## src/rtl/qcs_consts.vh

```
// Constants for the per-port classifier, rate limiter and scheduler
`ifndef QCS_CONSTS_VH
`define QCS_CONSTS_VH
// Register byte addresses
`define QCS_A_CTRL 8'h00
`define QCS_A_DEFPRI 8'h04
`define QCS_A_ING_RATE 8'h08
`define QCS_A_COMMITTED_RATE 8'h0c
`define QCS_A_BURST 8'h10
`define QCS_A_LINE_RATE 8'h14
`define QCS_A_STATUS 8'h18
`define QCS_A_DROPS 8'h1c
`define QCS_A_PRI_MAP 8'h20
`define QCS_A_DSCP_MAP 8'h24
// Control bits
`define QCS_C_QOS_EN 0
`define QCS_C_TRUST_DSCP 1
`define QCS_C_ING_EN 2
`define QCS_C_EGR_EN 3
`define QCS_C_RESTORE_PRI 8
`define QCS_C_RESTORE_DSCP 9
// Status bits
`define QCS_S_REJECT 0
`define QCS_S_ING_OK 1
`define QCS_S_EGR_OK 2
// Map entry write fields
`define QCS_F_QUEUE_HI 9
`define QCS_F_QUEUE_LO 8
// Priorities and queues (queue code 0..3 stands for queue 1..4)
`define QCS_PRIO_STRICT_MIN 3'd6
`define QCS_Q_BEST_EFFORT 2'd0
`define QCS_Q_STRICT 2'd3
`define QCS_W_Q1 4'd1
`define QCS_W_Q2 4'd2
`define QCS_W_Q3 4'd10
// Factory priority-to-queue table, entry i at bits [2i+1:2i]
`define QCS_PRI_MAP_DEF 16'hfa50
// Rates in kbit/s, burst in bytes
`define QCS_ING_RATE_MIN 30'd3500
`define QCS_ING_RATE_MAX 30'd1000000
`define QCS_COMMITTED_RATE_MIN 30'd64
`define QCS_COMMITTED_RATE_MAX 30'd1000000000
`define QCS_BURST_MIN 24'd4096
`define QCS_BURST_MAX 24'd16769020
`define QCS_LINE_RATE_DEF 30'd1000000
`define QCS_ING_BURST_BYTES 24'd4096
// Token unit: one bucket count per kbit/s per clock; cost per byte derived from the clock
`define QCS_CLK_HZ 48'd100000000
`define QCS_TOK_PER_BYTE (48'd8 * `QCS_CLK_HZ / 48'd1000)
`define QCS_DROP_MAX 16'hffff
`endif

```

## src/rtl/qcs_token_bucket.v

```verilog
// Token bucket used both for ingress policing and egress shaping
`timescale 1ns/1ns
`include "qcs_consts.vh"
module qcs_token_bucket (
  input wire clk_i,
  input wire rst_b_i,
  input wire ce_i,
  input wire en_i,
  input wire [29:0] rate_i,
  input wire [47:0] cap_i,
  input wire [47:0] cost_i,
  input wire take_i,
  output wire ok_o
);
  reg [47:0] bucket_q;
  reg [48:0] sum;

  // Disabled bucket passes everything and stays full
  assign ok_o = !en_i || (bucket_q >= cost_i);

  always @* begin
    sum = {1'b0, bucket_q} + {19'h0, rate_i};
    if (take_i && ok_o)
      sum = sum - {1'b0, cost_i};
  end

  always @(posedge clk_i) begin
    if (!rst_b_i) begin
      bucket_q <= 48'h0;
    end else if (ce_i) begin
      if (!en_i || sum > {1'b0, cap_i})
        bucket_q <= cap_i;
      else
        bucket_q <= sum[47:0];
    end
  end
endmodule

```

## src/rtl/qcs_top.v

```verilog
// Per-port frame classifier, ingress policer, egress shaper and queue scheduler
//
// What this block does
// - Untagged frames take the per-port default priority 0..7 for queue selection.
// - Priorities are ordered, 0 lowest and 7 highest.
// - Priority-to-queue table is rewritable one entry at a time.
// - Four egress queues, 1 lowest, 4 highest.
// - Queue 4 is always served first whenever it holds a frame.
// - Queues 1, 2, 3 share the rest by round robin, weights 1, 2, 10.
// - Mapping priorities 0..5 to queue 4 is rejected.
// - A global enable turns classification and priority queuing on or off.
// - Trust mode picks the VLAN priority field or the DSCP field.
// - In DSCP trust mode, frames lacking the DSCP field go to best effort; untagged frames in VLAN trust mode use the port default.
// - DSCP-to-queue table is writable and has a restore command.
// - Ingress limiter, off after reset, rate 3,500..1,000,000 kbit/s.
// - Egress shaper, off after reset, rate 64..1,000,000,000 kbit/s.
// - Egress burst size 4096..16,769,020 bytes.
// - With several shaping limits the lower one is enforced.
//
// Chosen here: the address-and-strobe port and the address map.
`timescale 1ns/1ns
`include "qcs_consts.vh"
module qcs_top (
  input wire clk_i,
  input wire rst_b_i,
  input wire ce_i,
  input wire [7:0] reg_addr_i,
  input wire [31:0] reg_wdata_i,
  input wire reg_wr_i,
  input wire reg_rd_i,
  output reg [31:0] reg_rdata_o,
  input wire in_valid_i,
  input wire in_tagged_i,
  input wire [2:0] in_vlan_priority_value_i,
  input wire in_has_dscp_i,
  input wire [5:0] in_dscp_i,
  input wire [13:0] in_len_i,
  output reg in_drop_o,
  output reg enq_valid_o,
  output reg [1:0] enq_queue_o,
  output reg [13:0] enq_len_o,
  input wire [3:0] q_nonempty_i,
  input wire [55:0] q_head_len_i,
  input wire tx_ready_i,
  output reg deq_valid_o,
  output reg [1:0] deq_queue_o
);
  reg qos_global_enable_q;
  reg trust_dscp_q;
  reg ing_en_q;
  reg egr_en_q;
  reg [2:0] port_default_priority_q;
  reg [29:0] ing_rate_q;
  reg [29:0] committed_rate_q;
  reg [23:0] committed_burst_bytes_q;
  reg [29:0] line_rate_q;
  reg reject_q;
  reg [15:0] drops_q;
  reg [15:0] pri_map_q;
  reg [127:0] dscp_map_q;
  reg [5:0] dscp_idx_q;
  reg [2:0] prio;
  reg [1:0] queue;
  reg [31:0] rd_val;
  wire wr_ctrl;
  wire wr_pri;
  wire wr_dscp;
  wire wr_defpri;
  wire wr_ing_rate;
  wire wr_crate;
  wire wr_burst;
  wire wr_line;
  wire wr_status;
  wire wr_drops;
  wire [2:0] map_prio;
  wire [1:0] map_queue;
  wire [5:0] map_dscp;
  wire [47:0] ing_cap;
  wire [47:0] ing_cost;
  wire [47:0] egr_cap;
  wire [47:0] egr_cost;
  wire pri_reject;
  wire ing_ok;
  wire egr_ok;
  wire sel_valid;
  wire [1:0] sel_q;
  wire grant;
  wire [29:0] egr_rate;
  wire [13:0] head_len;
  integer i;

  function [29:0] clamp30;
    input [31:0] v;
    input [29:0] lo;
    input [29:0] hi;
    clamp30 = (v < {2'b00, lo}) ? lo : (v > {2'b00, hi}) ? hi : v[29:0];
  endfunction

  function [47:0] tokens_of;
    input [23:0] bytes;
    tokens_of = {24'h0, bytes} * `QCS_TOK_PER_BYTE;
  endfunction

  function [1:0] pri_to_q;
    input [15:0] map;
    input [2:0] p;
    pri_to_q = map[{p, 1'b0} +: 2];
  endfunction

  // Factory DSCP entries follow the class selector bits
  function [127:0] dscp_default;
    input [15:0] map;
    integer k;
    begin
      dscp_default = 128'h0;
      for (k = 0; k < 64; k = k + 1)
        dscp_default[2*k +: 2] = pri_to_q(map, k[5:3]);
    end
  endfunction

  // One decode per register keeps the write paths readable
  assign wr_ctrl = reg_wr_i && reg_addr_i == `QCS_A_CTRL;
  assign wr_defpri = reg_wr_i && reg_addr_i == `QCS_A_DEFPRI;
  assign wr_ing_rate = reg_wr_i && reg_addr_i == `QCS_A_ING_RATE;
  assign wr_crate = reg_wr_i && reg_addr_i == `QCS_A_COMMITTED_RATE;
  assign wr_burst = reg_wr_i && reg_addr_i == `QCS_A_BURST;
  assign wr_line = reg_wr_i && reg_addr_i == `QCS_A_LINE_RATE;
  assign wr_status = reg_wr_i && reg_addr_i == `QCS_A_STATUS;
  assign wr_drops = reg_wr_i && reg_addr_i == `QCS_A_DROPS;
  assign wr_pri = reg_wr_i && reg_addr_i == `QCS_A_PRI_MAP;
  assign wr_dscp = reg_wr_i && reg_addr_i == `QCS_A_DSCP_MAP;

  // Map entry writes carry the index low and the queue code above it
  assign map_prio = reg_wdata_i[2:0];
  assign map_dscp = reg_wdata_i[5:0];
  assign map_queue = reg_wdata_i[`QCS_F_QUEUE_HI:`QCS_F_QUEUE_LO];

  // Only the two highest priorities may use the strict queue
  assign pri_reject = wr_pri && map_prio < `QCS_PRIO_STRICT_MIN && map_queue == `QCS_Q_STRICT;

  // Configuration registers
  always @(posedge clk_i) begin
    if (!rst_b_i) begin
      qos_global_enable_q <= 1'b0;
      trust_dscp_q <= 1'b0;
      ing_en_q <= 1'b0;
      egr_en_q <= 1'b0;
      port_default_priority_q <= 3'd0;
      ing_rate_q <= `QCS_ING_RATE_MAX;
      committed_rate_q <= `QCS_COMMITTED_RATE_MAX;
      committed_burst_bytes_q <= `QCS_BURST_MIN;
      line_rate_q <= `QCS_LINE_RATE_DEF;
      pri_map_q <= `QCS_PRI_MAP_DEF;
      dscp_map_q <= dscp_default(`QCS_PRI_MAP_DEF);
      dscp_idx_q <= 6'd0;
    end else if (ce_i) begin
      if (wr_ctrl) begin
        qos_global_enable_q <= reg_wdata_i[`QCS_C_QOS_EN];
        trust_dscp_q <= reg_wdata_i[`QCS_C_TRUST_DSCP];
        ing_en_q <= reg_wdata_i[`QCS_C_ING_EN];
        egr_en_q <= reg_wdata_i[`QCS_C_EGR_EN];
        // Restore bits act once and are not stored
        if (reg_wdata_i[`QCS_C_RESTORE_PRI])
          pri_map_q <= `QCS_PRI_MAP_DEF;
        if (reg_wdata_i[`QCS_C_RESTORE_DSCP])
          dscp_map_q <= dscp_default(`QCS_PRI_MAP_DEF);
      end
      if (wr_defpri)
        port_default_priority_q <= reg_wdata_i[2:0];
      if (wr_ing_rate)
        ing_rate_q <= clamp30(reg_wdata_i, `QCS_ING_RATE_MIN, `QCS_ING_RATE_MAX);
      if (wr_crate)
        committed_rate_q <= clamp30(reg_wdata_i, `QCS_COMMITTED_RATE_MIN, `QCS_COMMITTED_RATE_MAX);
      if (wr_burst) begin
        if (reg_wdata_i < {8'h0, `QCS_BURST_MIN})
          committed_burst_bytes_q <= `QCS_BURST_MIN;
        else if (reg_wdata_i > {8'h0, `QCS_BURST_MAX})
          committed_burst_bytes_q <= `QCS_BURST_MAX;
        else
          committed_burst_bytes_q <= reg_wdata_i[23:0];
      end
      if (wr_line)
        line_rate_q <= clamp30(reg_wdata_i, `QCS_COMMITTED_RATE_MIN, `QCS_COMMITTED_RATE_MAX);
      // Rejected entries leave the table untouched
      if (wr_pri && !pri_reject)
        pri_map_q[{map_prio, 1'b0} +: 2] <= map_queue;
      if (wr_dscp) begin
        dscp_idx_q <= map_dscp;
        dscp_map_q[{map_dscp, 1'b0} +: 2] <= map_queue;
      end
    end
  end

  // Reject flag: write 1 clears, a new reject in the same cycle wins
  always @(posedge clk_i) begin
    if (!rst_b_i) begin
      reject_q <= 1'b0;
    end else if (ce_i) begin
      if (pri_reject)
        reject_q <= 1'b1;
      else if (wr_status && reg_wdata_i[`QCS_S_REJECT])
        reject_q <= 1'b0;
    end
  end

  // Classification
  always @* begin
    prio = port_default_priority_q;
    queue = `QCS_Q_BEST_EFFORT;
    if (!qos_global_enable_q) begin
      queue = `QCS_Q_BEST_EFFORT;
    end else if (trust_dscp_q) begin
      if (in_has_dscp_i)
        queue = dscp_map_q[{in_dscp_i, 1'b0} +: 2];
      else
        queue = `QCS_Q_BEST_EFFORT;
    end else begin
      // Untagged frames keep the port default, not best effort
      if (in_tagged_i)
        prio = in_vlan_priority_value_i;
      queue = pri_to_q(pri_map_q, prio);
    end
  end

  // Bucket limits in token units; the ingress burst is fixed
  assign ing_cap = tokens_of(`QCS_ING_BURST_BYTES);
  assign ing_cost = tokens_of({10'h0, in_len_i});
  assign egr_cap = tokens_of(committed_burst_bytes_q);
  // Shaper cost follows the frame at the head of the chosen queue
  assign egr_cost = tokens_of({10'h0, head_len});

  // Ingress policer
  qcs_token_bucket u_ing_bucket (
    .clk_i(clk_i),
    .rst_b_i(rst_b_i),
    .ce_i(ce_i),
    .en_i(ing_en_q),
    .rate_i(ing_rate_q),
    .cap_i(ing_cap),
    .cost_i(ing_cost),
    .take_i(in_valid_i),
    .ok_o(ing_ok)
  );

  always @(posedge clk_i) begin
    if (!rst_b_i) begin
      in_drop_o <= 1'b0;
      enq_valid_o <= 1'b0;
      enq_queue_o <= 2'd0;
      enq_len_o <= 14'd0;
      drops_q <= 16'h0;
    end else if (ce_i) begin
      in_drop_o <= in_valid_i && !ing_ok;
      enq_valid_o <= in_valid_i && ing_ok;
      if (in_valid_i) begin
        enq_queue_o <= queue;
        enq_len_o <= in_len_i;
      end
      // Counter clear loses to a drop in the same cycle, except when the count is saturated at 16'hffff
      // Saturates rather than wrapping so software never sees a false low
      if (in_valid_i && !ing_ok && drops_q != `QCS_DROP_MAX)
        drops_q <= drops_q + 16'h1;
      else if (wr_drops)
        drops_q <= 16'h0;
    end
  end

  // Egress shaping and scheduling
  assign egr_rate = (committed_rate_q < line_rate_q) ? committed_rate_q : line_rate_q;
  assign head_len = q_head_len_i[{sel_q, 4'h0} - {sel_q, 1'b0} +: 14];

  qcs_wrr_sched u_sched (
    .clk_i(clk_i),
    .rst_b_i(rst_b_i),
    .ce_i(ce_i),
    .nonempty_i(q_nonempty_i),
    .grant_i(grant),
    .sel_valid_o(sel_valid),
    .sel_q_o(sel_q)
  );

  qcs_token_bucket u_egr_bucket (
    .clk_i(clk_i),
    .rst_b_i(rst_b_i),
    .ce_i(ce_i),
    .en_i(egr_en_q),
    .rate_i(egr_rate),
    .cap_i(egr_cap),
    .cost_i(egr_cost),
    .take_i(grant),
    .ok_o(egr_ok)
  );

  // One idle cycle after each grant lets the queue status catch up
  assign grant = tx_ready_i && sel_valid && egr_ok && !deq_valid_o;

  always @(posedge clk_i) begin
    if (!rst_b_i) begin
      deq_valid_o <= 1'b0;
      deq_queue_o <= 2'd0;
    end else if (ce_i) begin
      deq_valid_o <= grant;
      if (grant)
        deq_queue_o <= sel_q;
    end
  end

  // Register read path; unmapped addresses read zero
  always @* begin
    rd_val = 32'h0;
    case (reg_addr_i)
      `QCS_A_CTRL: begin
        rd_val[`QCS_C_QOS_EN] = qos_global_enable_q;
        rd_val[`QCS_C_TRUST_DSCP] = trust_dscp_q;
        rd_val[`QCS_C_ING_EN] = ing_en_q;
        rd_val[`QCS_C_EGR_EN] = egr_en_q;
      end
      `QCS_A_DEFPRI: rd_val[2:0] = port_default_priority_q;
      `QCS_A_ING_RATE: rd_val[29:0] = ing_rate_q;
      `QCS_A_COMMITTED_RATE: rd_val[29:0] = committed_rate_q;
      `QCS_A_BURST: rd_val[23:0] = committed_burst_bytes_q;
      `QCS_A_LINE_RATE: rd_val[29:0] = line_rate_q;
      `QCS_A_STATUS: begin
        rd_val[`QCS_S_REJECT] = reject_q;
        rd_val[`QCS_S_ING_OK] = ing_ok;
        rd_val[`QCS_S_EGR_OK] = egr_ok;
      end
      `QCS_A_DROPS: rd_val[15:0] = drops_q;
      `QCS_A_PRI_MAP: rd_val[15:0] = pri_map_q;
      `QCS_A_DSCP_MAP: begin
        rd_val[5:0] = dscp_idx_q;
        rd_val[`QCS_F_QUEUE_HI:`QCS_F_QUEUE_LO] = dscp_map_q[{dscp_idx_q, 1'b0} +: 2];
      end
      default: rd_val = 32'h0;
    endcase
  end

  always @(posedge clk_i) begin
    if (!rst_b_i)
      reg_rdata_o <= 32'h0;
    else if (ce_i)
      reg_rdata_o <= reg_rd_i ? rd_val : 32'h0;
  end
endmodule

```

## src/rtl/qcs_wrr_sched.v

```verilog
// Strict top queue plus weighted round robin over the three lower queues
`timescale 1ns/1ns
`include "qcs_consts.vh"
module qcs_wrr_sched (
  input wire clk_i,
  input wire rst_b_i,
  input wire ce_i,
  input wire [3:0] nonempty_i,
  input wire grant_i,
  output reg sel_valid_o,
  output reg [1:0] sel_q_o
);
  reg [1:0] ptr_q;
  reg [3:0] cnt_q;

  function [1:0] nxt3;
    input [1:0] q;
    nxt3 = (q == 2'd2) ? 2'd0 : q + 2'd1;
  endfunction

  function [3:0] weight;
    input [1:0] q;
    weight = (q == 2'd0) ? `QCS_W_Q1 : (q == 2'd1) ? `QCS_W_Q2 : `QCS_W_Q3;
  endfunction

  always @* begin
    sel_valid_o = |nonempty_i;
    if (nonempty_i[`QCS_Q_STRICT])
      sel_q_o = `QCS_Q_STRICT;
    else if (nonempty_i[ptr_q])
      sel_q_o = ptr_q;
    else if (nonempty_i[nxt3(ptr_q)])
      sel_q_o = nxt3(ptr_q);
    else
      sel_q_o = nxt3(nxt3(ptr_q));
  end

  always @(posedge clk_i) begin
    if (!rst_b_i) begin
      ptr_q <= 2'd0;
      cnt_q <= 4'd0;
    end else if (ce_i && grant_i && sel_q_o != `QCS_Q_STRICT) begin
      // Turn moves on once the queue has used its weight or ran dry
      if (sel_q_o == ptr_q && cnt_q + 4'd1 < weight(sel_q_o)) begin
        cnt_q <= cnt_q + 4'd1;
      end else if (sel_q_o != ptr_q && weight(sel_q_o) > 4'd1) begin
        ptr_q <= sel_q_o;
        cnt_q <= 4'd1;
      end else begin
        ptr_q <= nxt3(sel_q_o);
        cnt_q <= 4'd0;
      end
    end
  end
endmodule

```

## config.mk

```make
export PLATFORM = sky130hd
export DESIGN_NAME = qcs_top
export DESIGN_NICKNAME = d
export VERILOG_FILES = /design/src/rtl/qcs_token_bucket.v /design/src/rtl/qcs_top.v /design/src/rtl/qcs_wrr_sched.v
export VERILOG_INCLUDE_DIRS = /design/src /design/src/rtl
export SDC_FILE = /design/constraint.sdc
export NUM_CORES = 2
export LEC_CHECK = 0
export BUFFER_PORTS_ARGS = -buffer_cell sky130_fd_sc_hd__buf_4
export CORE_AREA = 3 3 463 327
export CTS_BUF_LIST = sky130_fd_sc_hd__clkbuf_4 sky130_fd_sc_hd__clkbuf_8
export DETAILED_ROUTE_END_ITERATION = 12
export DIE_AREA = 0 0 466 330
export GPL_TIMING_DRIVEN = 0
export PLACE_DENSITY = 0.56
export SYNTH_ARGS = -nofsm -noshare
export SYNTH_HDL_FRONTEND = slang
export SYNTH_HIERARCHICAL = 1
export SYNTH_SLANG_ARGS = --single-unit
```

## constraint.sdc

```tcl
create_clock -name clk_i -period 55.6 [get_ports clk_i]
set_input_delay 16.68 -clock clk_i [delete_from_list [all_inputs] [get_ports clk_i]]
set_output_delay 16.68 -clock clk_i [all_outputs]
set_load 0.02 [all_outputs]
```

==> metrics.cfg <==
[status]
status = complete, but fails checks
violations = capacitance limit, slew limit

[synthesis]
synth_flop_cell = dfxtp_1
async_flop_share = 0
synth_top_area_frac = 0.172
ys_seq_area_frac = 0.172
netlist_top_cells_area = ha_1 17%, dfxtp_1 17%, mux4_2 6.3%
synth_cells = 6239
syn_area_per_cell_um2 = 8.24
synthesis.area_mm2 = 0.0514
synth_enable_flop_cells = 0
synth_warnings = 6
ys_types = 112
ys_ff_latch = 441
yosysTopAreaCell = ha_1

[worst_setup_path]
path_class = in2reg
crit_fanout = 10
worstPathRequired_ps = 56300
critPathSlowestCell = a221oi_1
endpoint_kind = flop
crit_arrival_ps = 36900
cpPeakStageDelay_ps = 890
critPathLaunchType = input port
crit_path_frequent_cell = clkbuf_1

[final_layout]
area_growth_pct = 11.9
nets = 7647
final_common_cell = ha_1
post-route-util = 0.390
layout-drive-gt1-share = 0.0965
final_cells = 8704
most-common-layout-cells = 709 x ha_1, 618 x inv_1, 473 x nand2_1

[grt]
antenna_found_initial = 19
first_global_vias = 47200
grt-ovfl-total = 0
grt_max_degree = 16
grt_pass1_wl_um = 312000
gr-usage-all-layers = 0.269

[sta]
finalMaxSlewViolations = 3
final.setup.worst_slack_ps = 19400
fin_crit_sh = 0.651
finalSetupViolations = 0
tns_ps = 0
post-route-min-period_ps = 36200
worstMarginPinSlew_ps = 1610
clock_skew_ps = 78.6
hold_viol_final = 0
max_freq_mhz = 27.6
rsz0062_at_grt = false
slew_headroom = -0.0785

[routing]
vias = 50900
vias_per_cell = 5.85
antenna_left = 0
firstDrtPassIters = 8
post_drt_wl_per_cell_um = 24.5
drc = 0
wirelength_um = 214000
drtIter0Drc = 6602

[power_and_ir_drop]
pwr-share-comb = 0.805
leakagePower_nw = 24.9
clkPwrFrac = 0.101
peakVddDrop_mv = 0.162
p_switching_w = 0.00195
pwr-share-seq = 0.093
p_sw_frac = 0.556
powerDensity_mw_per_mm2 = 60.8
power.internal_w = 0.00155

[clocking]
clock_latency_ps = 840
cts.sinks = 441
htree_num_levels = 3
cts_buffers = 82
cts_setup_buffers = 0
cts_root_buf = clkbuf_8
cts_tree = yes
clockBufferDepth = 3
ctsResizeCount = 0
holdBufCountCts = 0
clkTransAtPathRegs_ps = 50

[job]
drv_cap = 1

[floorplanning]
chipWidth_um = 466
die_area_mm2 = 0.154
fp.coreArea_mm2 = 0.147
start_util = 0.349
rows = 118
io_pins = 185
die_h_um = 330

[place]
gp_congestion = 1.04
dp_cells = 8552
dp_slack_ps = 19040
io_buffers = 168
hpwl_um = 175000

[hold_path]
hold_class = reg2reg

-- metrics by stage --
stage / instance area [µm²] / power (W) / hold slack (ps)
finish: 57500 / 0.00350 / 465
global route: 57500 / 0.00383 / 499
CTS: 57500 / 0.00344 / 466
detailed placement: 55800 / 0.00307 / 458
global placement: 55800 / 0.00306 / 453
floorplan: 52000 / 0.00235 / 446
-- area by class of cell --
class	instances	area (µm²)
Clock inverter	19	190
Clock buffer	122	1540
Inverter	618	2320
Buffer	313	1250
Antenna cell	11	27.5
Timing Repair Buffer	168	1260
Fill cell	15300	89900
Multi-Input combinational cell	5032	39700
Sequential cell	441	8830
Tap cell	1980	2480
-- Yosys cell counts (all sizes together), types with 23 or more instances --
cell    count
o21a       52
dfxtp     441
nor4       45
a21boi     75
and2       37
nor3b      23
nand2     473
inv       618
nor2b     165
o21bai     32
xor2       99
nand4     121
a21o      141
or3        24
mux4      145
a211oi     54
nand3     202
nor2      380
nand2b     42
fa        150
o22ai      28
buf        56
o21ai     389
a22oi      56
and3       63
nand3b     64
a21oi     414
mux2       97
mux2i      80
o211ai     59
xnor2     156
nor3      118
ha        709
a31oi      41
clkbuf    257
-- kinds of logic after synthesis --
group,Yosys count,synth area share
buf+inv,931,0.0694
other cells,2,0.000146
simple gates,1818,0.178
fa+ha+maj,859,0.231
compound gates,1611,0.206
mux,322,0.100
flops,441,0.172
xor+xnor,255,0.0434
-- layer usage --
metal | GRT usage | part of all wire | vias up
li1 | - | - | 23300
met1 | 0.410 | 0.47 | 24500
met2 | 0.360 | 0.38 | 2789
met3 | 0.0810 | 0.13 | 304
met4 | 0.0689 | 0.025 | 6
met5 | 0.00216 | 0.00033 | -
-- final timing paths --
kind,from,endpoint,slack (ps),cells after the start
max,q_nonempty_i[2],u_egr_bucket/bucket_q[19],19400,61
min,enq_len_o[5],enq_len_o[5],460,2
max reg2reg,u_sched/ptr_q[1],u_egr_bucket/bucket_q[19],34850,60
min reg2reg,enq_len_o[5],enq_len_o[5],460,2
-- sequential cells by signal (all words and copies together) (netlist names), 16 cells and up --
name,count
drops_q,16
committed_burst_bytes_q,24
pri_map_q,16
reg_rdata_o,30
line_rate_q,30
u_ing_bucket/bucket_q,48
committed_rate_q,30
ing_rate_q,30
u_egr_bucket/bucket_q,48
dscp_map_q,128
-- power by group through the flow --
stage	clock [W]	combinational, W	sequential, W
3_5_place_dp	0	0.00274	0.000333
3_3_place_gp	0	0.00273	0.000333
4_1_cts	0.000359	0.00275	0.000326
2_1_floorplan	0	0.00202	0.000331
5_1_grt	0.000371	0.00313	0.000326
6_report	0.000355	0.00282	0.000326
-- critical path: cells and delay by family --
family                   cells  cell delay (ps)
buffers and inverters       15             6600
AO/OA/AOI/OAI               19             6200
adder cells (fa/ha/maj)      9             3680
AND/OR/NAND/NOR             15             2940
multiplexers                 2              570
XOR/XNOR                     1              150
Power figures use the tool's default switching activity.
